`src/common/afcr_pkg.sv`:
```
package afcr_pkg;

    // Configuration space placement of the command register
    localparam logic [7:0]  AFCR_CMD_OFFSET    = 8'h04;
    localparam logic [15:0] AFCR_CMD_RESET     = 16'h0000;

    // Field positions
    localparam int          AFCR_BIT_PAR_RESP  = 6;
    localparam int          AFCR_BIT_WAIT_CTL  = 7;
    localparam int          AFCR_BIT_ERR_EN    = 8;
    localparam int          AFCR_BIT_FAST_B2B  = 9;
    localparam int          AFCR_BIT_INTX_DIS  = 10;
    localparam int          AFCR_RSVD_LSB      = 11;
    localparam int          AFCR_RSVD_MSB      = 15;

    // Reset values of the stored fields
    localparam logic        AFCR_PAR_RESP_RST  = 1'b0;
    localparam logic        AFCR_ERR_EN_RST    = 1'b0;
    localparam logic        AFCR_INTX_DIS_RST  = 1'b0;

    // Legacy interrupt message states
    typedef enum logic [1:0] {
        AFCR_INTX_IDLE = 2'b01,
        AFCR_INTX_SENT = 2'b10
    } afcr_intx_state_t;

endpackage

```
`src/rtl/afcr_cmd_reg.sv`:
```
`timescale 1ns/1ps
module afcr_cmd_reg
    import afcr_pkg::*;
(
    // Clock and reset
    input  wire logic        core_clk_i,
    input  wire logic        rstn_i,
    // Configuration access
    input  wire logic        cfg_wr_i,
    input  wire logic        cfg_rd_i,
    input  wire logic [7:0]  cfg_addr_i,
    input  wire logic [1:0]  cfg_be_i,
    input  wire logic [15:0] cfg_wdata_i,
    output logic [15:0]      cfg_rdata_o,
    output logic             cfg_ack_o,
    // Legacy interrupt source
    input  wire logic        intx_mode_i,
    input  wire logic        dma_intx_assert_i,
    input  wire logic        dma_intx_deassert_i,
    output logic             intx_assert_msg_o,
    output logic             intx_deassert_msg_o,
    // Link interrupt routing
    input  wire logic        link_intx_valid_i,
    input  wire logic [7:0]  link_intx_msg_i,
    output logic             route_intx_valid_o,
    output logic [7:0]       route_intx_msg_o,
    // Error events
    input  wire logic        port_uncor_fatal_i,
    input  wire logic        port_uncor_nonfatal_i,
    input  wire logic        rx_err_fatal_msg_i,
    input  wire logic        rx_err_nonfatal_msg_i,
    input  wire logic        parity_err_i,
    input  wire logic        master_parity_err_i,
    output logic             core_err_fatal_o,
    output logic             core_err_nonfatal_o,
    output logic             parity_signal_o,
    output logic             status_mdpe_set_o
);

    logic             par_resp_r;
    logic             err_en_r;
    logic             intx_dis_r;
    logic             intx_dis_prev_r;
    logic             cmd_hit;
    logic [15:0]      cmd_view;
    logic             dis_fall;
    logic             send_assert;
    logic             send_deassert;
    afcr_intx_state_t intx_state_r;
    afcr_intx_state_t intx_state_nxt;

    assign cmd_hit = cfg_addr_i == AFCR_CMD_OFFSET;

    // Stored fields; all other bits are constant zero
    always_comb
    begin
        cmd_view                                 = AFCR_CMD_RESET;
        cmd_view[AFCR_RSVD_MSB:AFCR_RSVD_LSB]    = '0;
        cmd_view[AFCR_BIT_FAST_B2B]              = 1'b0;
        cmd_view[AFCR_BIT_WAIT_CTL]              = 1'b0;
        cmd_view[AFCR_BIT_INTX_DIS]              = intx_dis_r;
        cmd_view[AFCR_BIT_ERR_EN]                = err_en_r;
        cmd_view[AFCR_BIT_PAR_RESP]              = par_resp_r;
    end

    always_ff @(posedge core_clk_i or negedge rstn_i)
    begin
        if (!rstn_i)
        begin
            intx_dis_r <= AFCR_INTX_DIS_RST;
            err_en_r   <= AFCR_ERR_EN_RST;
            par_resp_r <= AFCR_PAR_RESP_RST;
        end
        else if (cfg_wr_i && cmd_hit)
        begin
            if (cfg_be_i[1])
            begin
                intx_dis_r <= cfg_wdata_i[AFCR_BIT_INTX_DIS];
                err_en_r   <= cfg_wdata_i[AFCR_BIT_ERR_EN];
            end
            if (cfg_be_i[0])
            begin
                par_resp_r <= cfg_wdata_i[AFCR_BIT_PAR_RESP];
            end
        end
    end

    // Read data and access acknowledge, one cycle after the request
    always_ff @(posedge core_clk_i or negedge rstn_i)
    begin
        if (!rstn_i)
        begin
            cfg_rdata_o <= AFCR_CMD_RESET;
            cfg_ack_o   <= 1'b0;
        end
        else
        begin
            cfg_ack_o <= cfg_rd_i | cfg_wr_i;
            if (cfg_rd_i)
            begin
                cfg_rdata_o <= cmd_hit ? cmd_view : 16'h0000;
            end
        end
    end

    // Legacy interrupt message generation
    always_ff @(posedge core_clk_i or negedge rstn_i)
    begin
        if (!rstn_i)
        begin
            intx_dis_prev_r <= AFCR_INTX_DIS_RST;
        end
        else
        begin
            intx_dis_prev_r <= intx_dis_r;
        end
    end

    assign dis_fall      = intx_dis_prev_r & ~intx_dis_r;
    assign send_assert   = (intx_state_r == AFCR_INTX_IDLE) & dma_intx_assert_i
                           & intx_mode_i & ~intx_dis_r;
    assign send_deassert = (intx_state_r == AFCR_INTX_SENT) & (dma_intx_deassert_i | dis_fall);

    always_comb
    begin
        intx_state_nxt = intx_state_r;
        unique case (intx_state_r)
            AFCR_INTX_IDLE:
            begin
                if (send_assert)
                begin
                    intx_state_nxt = AFCR_INTX_SENT;
                end
            end
            AFCR_INTX_SENT:
            begin
                if (send_deassert)
                begin
                    intx_state_nxt = AFCR_INTX_IDLE;
                end
            end
            default:
            begin
                intx_state_nxt = AFCR_INTX_IDLE;
            end
        endcase
    end

    always_ff @(posedge core_clk_i or negedge rstn_i)
    begin
        if (!rstn_i)
        begin
            intx_state_r        <= AFCR_INTX_IDLE;
            intx_assert_msg_o   <= 1'b0;
            intx_deassert_msg_o <= 1'b0;
        end
        else
        begin
            intx_state_r        <= intx_state_nxt;
            intx_assert_msg_o   <= send_assert;
            intx_deassert_msg_o <= send_deassert;
        end
    end

    // Link interrupt messages pass without regard to the disable bit
    always_ff @(posedge core_clk_i or negedge rstn_i)
    begin
        if (!rstn_i)
        begin
            route_intx_valid_o <= 1'b0;
            route_intx_msg_o   <= 8'h00;
        end
        else
        begin
            route_intx_valid_o <= link_intx_valid_i;
            if (link_intx_valid_i)
            begin
                route_intx_msg_o <= link_intx_msg_i;
            end
        end
    end

    afcr_err_gate u_err_gate (
        .core_clk_i            (core_clk_i),
        .rstn_i                (rstn_i),
        .err_en_i              (err_en_r),
        .par_resp_i            (par_resp_r),
        .port_uncor_fatal_i    (port_uncor_fatal_i),
        .port_uncor_nonfatal_i (port_uncor_nonfatal_i),
        .rx_err_fatal_msg_i    (rx_err_fatal_msg_i),
        .rx_err_nonfatal_msg_i (rx_err_nonfatal_msg_i),
        .parity_err_i          (parity_err_i),
        .master_parity_err_i   (master_parity_err_i),
        .core_err_fatal_o      (core_err_fatal_o),
        .core_err_nonfatal_o   (core_err_nonfatal_o),
        .parity_signal_o       (parity_signal_o),
        .status_mdpe_set_o     (status_mdpe_set_o)
    );
endmodule

```
`src/rtl/afcr_err_gate.sv`:
```
`timescale 1ns/1ps
module afcr_err_gate
    import afcr_pkg::*;
(
    // Clock and reset
    input  wire logic core_clk_i,
    input  wire logic rstn_i,
    // Command fields
    input  wire logic err_en_i,
    input  wire logic par_resp_i,
    // Port error events
    input  wire logic port_uncor_fatal_i,
    input  wire logic port_uncor_nonfatal_i,
    input  wire logic rx_err_fatal_msg_i,
    input  wire logic rx_err_nonfatal_msg_i,
    input  wire logic parity_err_i,
    input  wire logic master_parity_err_i,
    // To core error logic and status
    output logic      core_err_fatal_o,
    output logic      core_err_nonfatal_o,
    output logic      parity_signal_o,
    output logic      status_mdpe_set_o
);

    always_ff @(posedge core_clk_i or negedge rstn_i)
    begin
        if (!rstn_i)
        begin
            core_err_fatal_o    <= 1'b0;
            core_err_nonfatal_o <= 1'b0;
        end
        else
        begin
            core_err_fatal_o    <= err_en_i & (port_uncor_fatal_i | rx_err_fatal_msg_i);
            core_err_nonfatal_o <= err_en_i & (port_uncor_nonfatal_i | rx_err_nonfatal_msg_i);
        end
    end

    always_ff @(posedge core_clk_i or negedge rstn_i)
    begin
        if (!rstn_i)
        begin
            parity_signal_o   <= 1'b0;
            status_mdpe_set_o <= 1'b0;
        end
        else
        begin
            parity_signal_o   <= parity_err_i;
            status_mdpe_set_o <= par_resp_i & master_parity_err_i;
        end
    end
endmodule

```
`config.mk`:
```
export PLATFORM = sky130hd
export DESIGN_NAME = afcr_cmd_reg
export DESIGN_NICKNAME = d
export VERILOG_FILES = /design/src/common/afcr_pkg.sv /design/src/rtl/afcr_cmd_reg.sv /design/src/rtl/afcr_err_gate.sv
export SDC_FILE = /design/constraint.sdc
export NUM_CORES = 1
export LEC_CHECK = 0
export BUFFER_PORTS_ARGS = -buffer_cell sky130_fd_sc_hd__buf_2
export CAP_MARGIN = 20
export CORE_MARGIN = 1.5
export CORE_UTILIZATION = 30
export CTS_CLUSTER_DIAMETER = 80
export CTS_CLUSTER_SIZE = 14
export DETAILED_ROUTE_END_ITERATION = 16
export GPL_TIMING_DRIVEN = 0
export HOLD_SLACK_MARGIN = 0.1
export SYNTH_ARGS = -nofsm -noshare
export SYNTH_HDL_FRONTEND = slang
export SYNTH_SLANG_ARGS = --single-unit
```
`constraint.sdc`:
```
create_clock -name core_clk_i -period 1 [get_ports core_clk_i]
set_input_delay 0.05 -clock core_clk_i [delete_from_list [all_inputs] [get_ports core_clk_i]]
set_output_delay 0.05 -clock core_clk_i [all_outputs]
set_load 0.05 [all_outputs]
```
==> summary.md, run 1 <==
| Metric | Value |
|---|---|
| Worst path cell trace | `buf_6 > or4b_4 > nor3_4 > mux2_4` |
| Worst rel slew slack | `0.638` |
| Crit path depth | `4` |
| CP endpoint kind | `register` |
| CP startpoint | `cfg_addr_i[3]` |
| Critical path start-end classification | `input port to register` |
| Routed length per instance | `9.44 um` |
| Startpoint Class | `input port` |
| Multi-input logic area | `343 um^2` |
| Mapped Area | `1030 um^2` |
| First-pass GRT wire length | `3180 um` |
| Slew Viols, Final | `0` |
| Nets | `223` |
| Clock Latency Late Sink | `310 ps` |
| Psw | `0.675 mW` |
| Final worst slack | `-69.5 ps` |
| Port bufs | `53` |
| GR Overflow Total | `0` |
| Reg power frac | `0.511` |
| Core box area | `3310 um^2` |
| Power Internal | `1.47 mW` |
| Yosys top cell area share | `0.583` |
| RePlAce Congestion | `0.638` |
| Initial Util | `0.311` |
| Hold crit path type | `input port to register` |
| Clock buffer depth | `2` |
| Initial antenna violation count | `0` |
| Largest net degree at the start of global routing | `26` |
| Layer with the highest usage | `met2` |
| Mapped Avg Cell Area | `13.1 um^2` |
| Unrepaired setup endpoints after global routing | `true` |
| Sequential share of the synthesized area | `0.608` |
| Vias in the first global route | `846` |
| Yosys top cell by area | `dfrtp_1` |
| Rows | `21` |
| Yosys reg bits | `25` |
| Worst path buffer plus inverter count | `1` |
| Inst Count DP | `190` |
| VDD IR max | `0.000429 V` |
| IO Pins | `80` |
| Post-Route Utilization | `0.533` |
| Status | `finished, violations left` |
| Clk slew on worst S/H paths | `130 ps` |
| Antenna viol nets, final | `0` |
| CTS H-tree lvls | `1` |
| Failing checks | `setup timing` |
| PwrDens | `1210 nW/um^2` |
| Drt first pass iters | `4` |
| DRC viols | `0` |
| Lkg Pwr | `0.905 nW` |
| Top_reg_cell synth | `dfrtp_1` |
| Post-route minimum period | `1070 ps` |
| Delay-heaviest family, CP | `simple AND/OR/NAND/NOR gates` |
| Net Sw Frac | `0.315` |
| Measured slew at the worst slew-check pin | `543 ps` |
| Fmax achieved | `935 MHz` |
| Layout area overhead | `71.2%` |
| WL final | `2080 um` |
| Tcrit/Tclk final | `1.07` |
| Die Y | `61.6 um` |
| Synth Instances | `79` |
| Tot GR Track Use | `0.113` |
| Cells on Worst Hold Path | `4` |
| Post-Layout Cell Count | `220` |
| Worst slack, placed | `-414 ps` |
| Crit path DAT | `1270 ps` |
| Die Wd | `61.6 um` |
| Yosys cell types | `23` |
| Root buffer cell | `clkbuf_4` |
| Yosys warns | `0` |
| Final Total Pwr | `2.14 mW` |
| Synth top area cells | `dfrtp_1 (58%), buf_4 (9.5%), mux2_2 (8.7%)` |
| Min-Delay Startpoint | `cfg_be_i[0]` |
| Worst reg-to-reg path cell count | `3` |
| CP peak stage delay | `550 ps` |
| R2r setup slk | `80 ps` |
| CP max stage cell | `or4b_4` |
| Met1 GRT Util | `0.123` |
| Setup_tns | `-197 ps` |
| Initial DRC count | `10` |
| Worst setup endpoint | `err_en_r$_DFFE_PN0P_` |
| Post-synth ARST share | `1.00` |
| R2r startpoint | `intx_state_r[0]$_DFFE_PN1P_` |
| Diode count | `0` |
| GRT met3 Usage | `0.0252` |
| Final setup vio count | `3` |
| Clock buffer count from CTS | `3` |
| FF-to-FF End | `intx_state_r[1]$_DFFE_PN0P_` |
| GR Layer Usage met2 | `0.215` |
| Seq. cell area | `627 um^2` |
| Fill count | `309` |
| Post-synth EDFFs | `0` |
| Clk sinks | `25` |
| DR vias/cell | `3.85` |
| CTS tree | `done` |
| DP HPWL | `1500 um` |
| Clock share of power | `0.200` |
| Die area | `3800 um^2` |
| Worst Path Max Fanout | `3` |
| Power share of the combinational group | `0.289` |
| Layout cells sized above 1 | `0.506` |
| Worst path required time | `1200 ps` |
| Clock Skew | `7.79 ps` |
| Max-cap violation count | `0` |
| Via count | `848` |
| Hold Fails Final Rpt | `0` |
[through the flow]
stage / cell area [um^2] / hold WS [ps]
6_report: 1770 / 143
5_1_grt: 1770 / 143
4_1_cts: 1700 / 125
3_5_place_dp: 1400 / 64.8
3_3_place_gp: 1400 / 58.7
2_1_floorplan: 1080 / -246
[logic make-up after synthesis]
family                 count (synthesis)  share of synthesized area
AOI/OAI and AO/OA                      8                     0.0498
buffers and inverters                 18                      0.113
DFF                                   25                      0.608
muxes                                 11                      0.120
other                                  1                    0.00364
and+or+nand+nor                       16                      0.106
[area by class of cell]
type,instances,area share
Clock inverter,1,0.00283
Timing Repair Buffer,79,0.337
Clock buffer,3,0.0128
Sequential cell,25,0.355
Tap cell,46,0.0326
Multi-Input combinational cell,48,0.194
Inverter,4,0.00850
Buffer,14,0.0574
[per-layer routing]
metal | vias up | routed length (um) | share of wire
met5 | - | 0 | 0
met3 | 2 | 183 | 0.088
met4 | 0 | 6 | 0.0029
met2 | 47 | 1000 | 0.48
met1 | 371 | 883 | 0.43
li1 | 428 | - | -
[power groups by stage]
stage	Sequential, mW	Combinational, mW	Clock [mW]
3_3_place_gp	1.11	0.510	0
6_report	1.10	0.621	0.428
3_5_place_dp	1.11	0.513	0
4_1_cts	1.09	0.594	0.458
5_1_grt	1.10	0.662	0.506
2_1_floorplan	1.27	0.211	0
[Yosys cell counts (all sizes together) (2+ instances only)]
cell type and n:
nor2b 2, mux2 11, or2 2, o22ai 3, buf 13, inv 4, o21a 2, a21oi 2
nor3 2, dfrtp 24, nand2 5
[state kept, by name, summed over array words and instances (netlist names)]
| name | cells |
|---|---|
| route_intx_msg_o | 8 |
| cfg_rdata_o | 3 |
| intx_state_r | 2 |
| cfg_ack_o | 1 |
| err_en_r | 1 |
| intx_assert_msg_o | 1 |
| intx_deassert_msg_o | 1 |
| intx_dis_prev_r | 1 |
| intx_dis_r | 1 |
| par_resp_r | 1 |
| route_intx_valid_o | 1 |
| u_err_gate.core_err_fatal_o | 1 |
| u_err_gate.core_err_nonfatal_o | 1 |
| u_err_gate.parity_signal_o | 1 |
| u_err_gate.status_mdpe_set_o | 1 |
[worst min-delay path by stage]
| stage | end |
|---|---|
| final | par_resp_r$_DFFE_PN0P_ |
| after detailed placement | route_intx_msg_o[6]$_DFFE_PN0P_ |
| after CTS | par_resp_r$_DFFE_PN0P_ |
| after floorplan | cfg_ack_o$_DFF_PN0_ |
| after global placement | u_err_gate.parity_signal_o$_DFF_PN0_ |
| after global routing | par_resp_r$_DFFE_PN0P_ |
[placed cells by master (no fill, tap or decap), types with 3 or more instances in the layout]
| cell type | synthesis | final |
|---|---|---|
| inv_1 | 4 | 4 |
| buf_2 | 0 | 34 |
| nand2_1 | 5 | 5 |
| buf_6 | 0 | 7 |
| clkbuf_4 | 0 | 6 |
| o22ai_1 | 3 | 3 |
| dlygate4sd3_1 | 0 | 24 |
| conb_1 | 1 | 13 |
| mux2_2 | 8 | 8 |
| buf_4 | 13 | 24 |
| dfrtp_1 | 24 | 24 |
[what timing repair did]
item                       in CTS  in global routing
hold endpoints to repair       49                  0
resized for setup               9                 26
setup endpoints to repair       9                 21
hold buffers                   24                  0
setup buffers                   0                  2
pin swaps                       2                  1
[worst register-to-register path, stage by stage, from the launching register on]
cell	delay (ps)
dfstp_2	550
nand4b_1	100
nor2_2	130
a21o_1	100
No activity file was read; power rests on OpenSTA's default activity.
==> run 2, diff against run 1 <==
- RECOVER_POWER: not set -> 50
==> summary.md, run 2 (synthesis gave the netlist of run 1 again) <==
| Metric | Value |
|---|---|
| Status | `finished, violations left (unchanged)` |
| Failing checks | `setup timing (unchanged)` |
| Unrepaired setup endpoints after global routing | `true (unchanged)` |
| DR vias/cell | `3.85 (unchanged)` |
| Final Total Pwr | `2.14 mW (about the same)` |
| Root buffer cell | `clkbuf_4 (unchanged)` |
| Via count | `848 (unchanged)` |
| Measured slew at the worst slew-check pin | `601 ps (was 543 ps)` |
| Clock Skew | `7.79 ps (unchanged)` |
| Clock buffer depth | `2 (unchanged)` |
| Nets | `223 (unchanged)` |
| Biggest register | `route_intx_msg_o (unchanged)` |
| Commonest non-fill, non-tap cell in the layout | `buf_2 (unchanged)` |
| Largest net degree at the start of global routing | `26 (unchanged)` |
| Startpoint Class | `input port (unchanged)` |
| GR Overflow Total | `0 (unchanged)` |
| Final worst slack | `-69.5 ps (about the same)` |
| Layout area overhead | `71.2% (unchanged)` |
| Cells on Worst Hold Path | `4 (unchanged)` |
| Biggest registers after layout | `route_intx_msg_o x8, cfg_rdata_o x3, intx_state_r x2 (unchanged)` |
| Core box area | `3310 um^2 (unchanged)` |
| Max-cap violation count | `0 (unchanged)` |
| Hold crit path type | `input port to register (unchanged)` |
| CTS H-tree lvls | `1 (unchanged)` |
| Vias in the first global route | `846 (unchanged)` |
| Worst rel slew slack | `0.599 (was 0.638)` |
| Hold WS | `143 ps (unchanged)` |
| Layout cells sized above 1 | `0.506 (unchanged)` |
| Worst path required time | `1200 ps (about the same)` |
| DRC viols | `0 (unchanged)` |
| R2r setup slk | `80 ps (about the same)` |
| Fmax achieved | `935 MHz (unchanged)` |
| Die Wd | `61.6 um (unchanged)` |
| Initial DRC count | `10 (unchanged)` |
| Drt first pass iters | `4 (unchanged)` |
| Clk sinks | `25 (unchanged)` |
| RePlAce Congestion | `0.638 (unchanged)` |
| Worst slack, placed | `-414 ps (unchanged)` |
| Critical path start-end classification | `input port to register (unchanged)` |
| Initial Util | `0.311 (unchanged)` |
| VDD IR max | `0.000429 V (about the same)` |
| Worst reg-to-reg path cell count | `3 (unchanged)` |
| DP HPWL | `1500 um (unchanged)` |
| PwrDens | `1210 nW/um^2 (about the same)` |
| CP endpoint kind | `register (unchanged)` |
| Lkg Pwr | `0.906 nW (was 0.905 nW)` |
| Min-Delay Startpoint | `cfg_be_i[0] (unchanged)` |
| Slew Viols, Final | `0 (unchanged)` |
| WL final | `2080 um (unchanged)` |
| Post-Route Utilization | `0.533 (unchanged)` |
| Die Y | `61.6 um (unchanged)` |
| Port bufs | `53 (unchanged)` |
| Initial antenna violation count | `0 (unchanged)` |
| Antenna viol nets, final | `0 (unchanged)` |
| Rows | `21 (unchanged)` |
| Max reg flops | `8 (unchanged)` |
| Clock Latency Late Sink | `310 ps (about the same)` |
| Hold Fails Final Rpt | `0 (unchanged)` |
| Final setup vio count | `3 (unchanged)` |
| Routed length per instance | `9.44 um (unchanged)` |
| Diode count | `0 (unchanged)` |
| Worst Path Max Fanout | `3 (unchanged)` |
| Crit path DAT | `1270 ps (about the same)` |
| IO Pins | `80 (unchanged)` |
| Tcrit/Tclk final | `1.07 (about the same)` |
| Hold worst-path end | `par_resp_r$_DFFE_PN0P_ (unchanged)` |
| Post-route minimum period | `1070 ps (about the same)` |
| Clk slew on worst S/H paths | `130 ps (about the same)` |
| First-pass GRT wire length | `3180 um (unchanged)` |
| R2r startpoint | `intx_state_r[0]$_DFFE_PN1P_ (unchanged)` |
| Tot GR Track Use | `0.113 (unchanged)` |
| Die area | `3800 um^2 (unchanged)` |
| CTS tree | `done (unchanged)` |
| Most frequent cells in the layout | `buf_2 (33), buf_4 (24), dfrtp_1 (24), dlygate4sd3_1 (24), conb_1 (13) (was buf_2 (34), buf_4 (24), dfrtp_1 (24), dlygate4sd3_1 (24), conb_1 (13))` |
| FF-to-FF End | `intx_state_r[1]$_DFFE_PN0P_ (unchanged)` |
| Clock buffer count from CTS | `3 (unchanged)` |
-- run 2: changes by cell type in the layout (fill, tap and decap cells not counted), sizes merged --
cell    previous run  this run
buf               65        64
clkbuf             7         8
-- run 2: timing repair --
item,4_1_cts,5_1_grt
pin swaps,2,1
endpoints found under the hold margin,49,0
hold buffers,24,0
setup endpoints to repair,9,21
buffers inserted,0,2
gates resized for setup,9,26
-- run 2: worst max path at each step --
stage	end	slack, ps	from	depth (start not counted)
floorplan	par_resp_r$_DFFE_PN0P_	-250	cfg_addr_i[7]	3
global placement	err_en_r$_DFFE_PN0P_	-400	cfg_addr_i[7]	4
detailed placement	err_en_r$_DFFE_PN0P_	-410	cfg_addr_i[7]	4
CTS	err_en_r$_DFFE_PN0P_	-60	cfg_addr_i[4]	4
global route	par_resp_r$_DFFE_PN0P_	-90	cfg_addr_i[7]	4
finish	err_en_r$_DFFE_PN0P_	-70	cfg_addr_i[3]	4
-- run 2: report_power, final --
group / leakage, nW / switching (mW) / total [mW] / internal [mW]
clock: 0.0177 / 0.279 / 0.428 / 0.149
combinational: 0.571 / 0.368 / 0.621 / 0.253
sequential: 0.317 / 0.0281 / 1.10 / 1.07
-- run 2: routing by layer --
metal | up-vias | global-route usage | wire length (um)
li1 | 428 | - | -
met3 | 2 | 0.0252 | 181
met1 | 371 | 0.123 | 882
met2 | 47 | 0.215 | 1010
met4 | 0 | 0.0365 | 6
met5 | - | 0 | 0
-- run 2: worst max-delay path, cell delays in order --
cell and delay [ps]:
buf_6 90, or4b_4 550, nor3_4 260, mux2_4 320
-- run 2: final cells by class --
class                   instances  area (um^2)
fillers                       309         1550
clock inverters                 1         5.00
inverters                       4         15.0
multi-input cells              48          343
plain buffers                  14          101
well taps                      46         57.6
clock buffers                   3         22.5
flip-flops and latches         25          627
repair buffers                 79          594
-- run 2: through the flow --
| step | area [um^2] | std cells | setup TNS [ps] |
|---|---|---|---|
| 2_1_floorplan | 1080 | 91 | -856 |
| 3_3_place_gp | 1400 | 190 | -1690 |
| 3_5_place_dp | 1400 | 190 | -1810 |
| 4_1_cts | 1700 | 218 | -166 |
| 5_1_grt | 1770 | 220 | -256 |
| 6_report | 1770 | 220 | -197 |
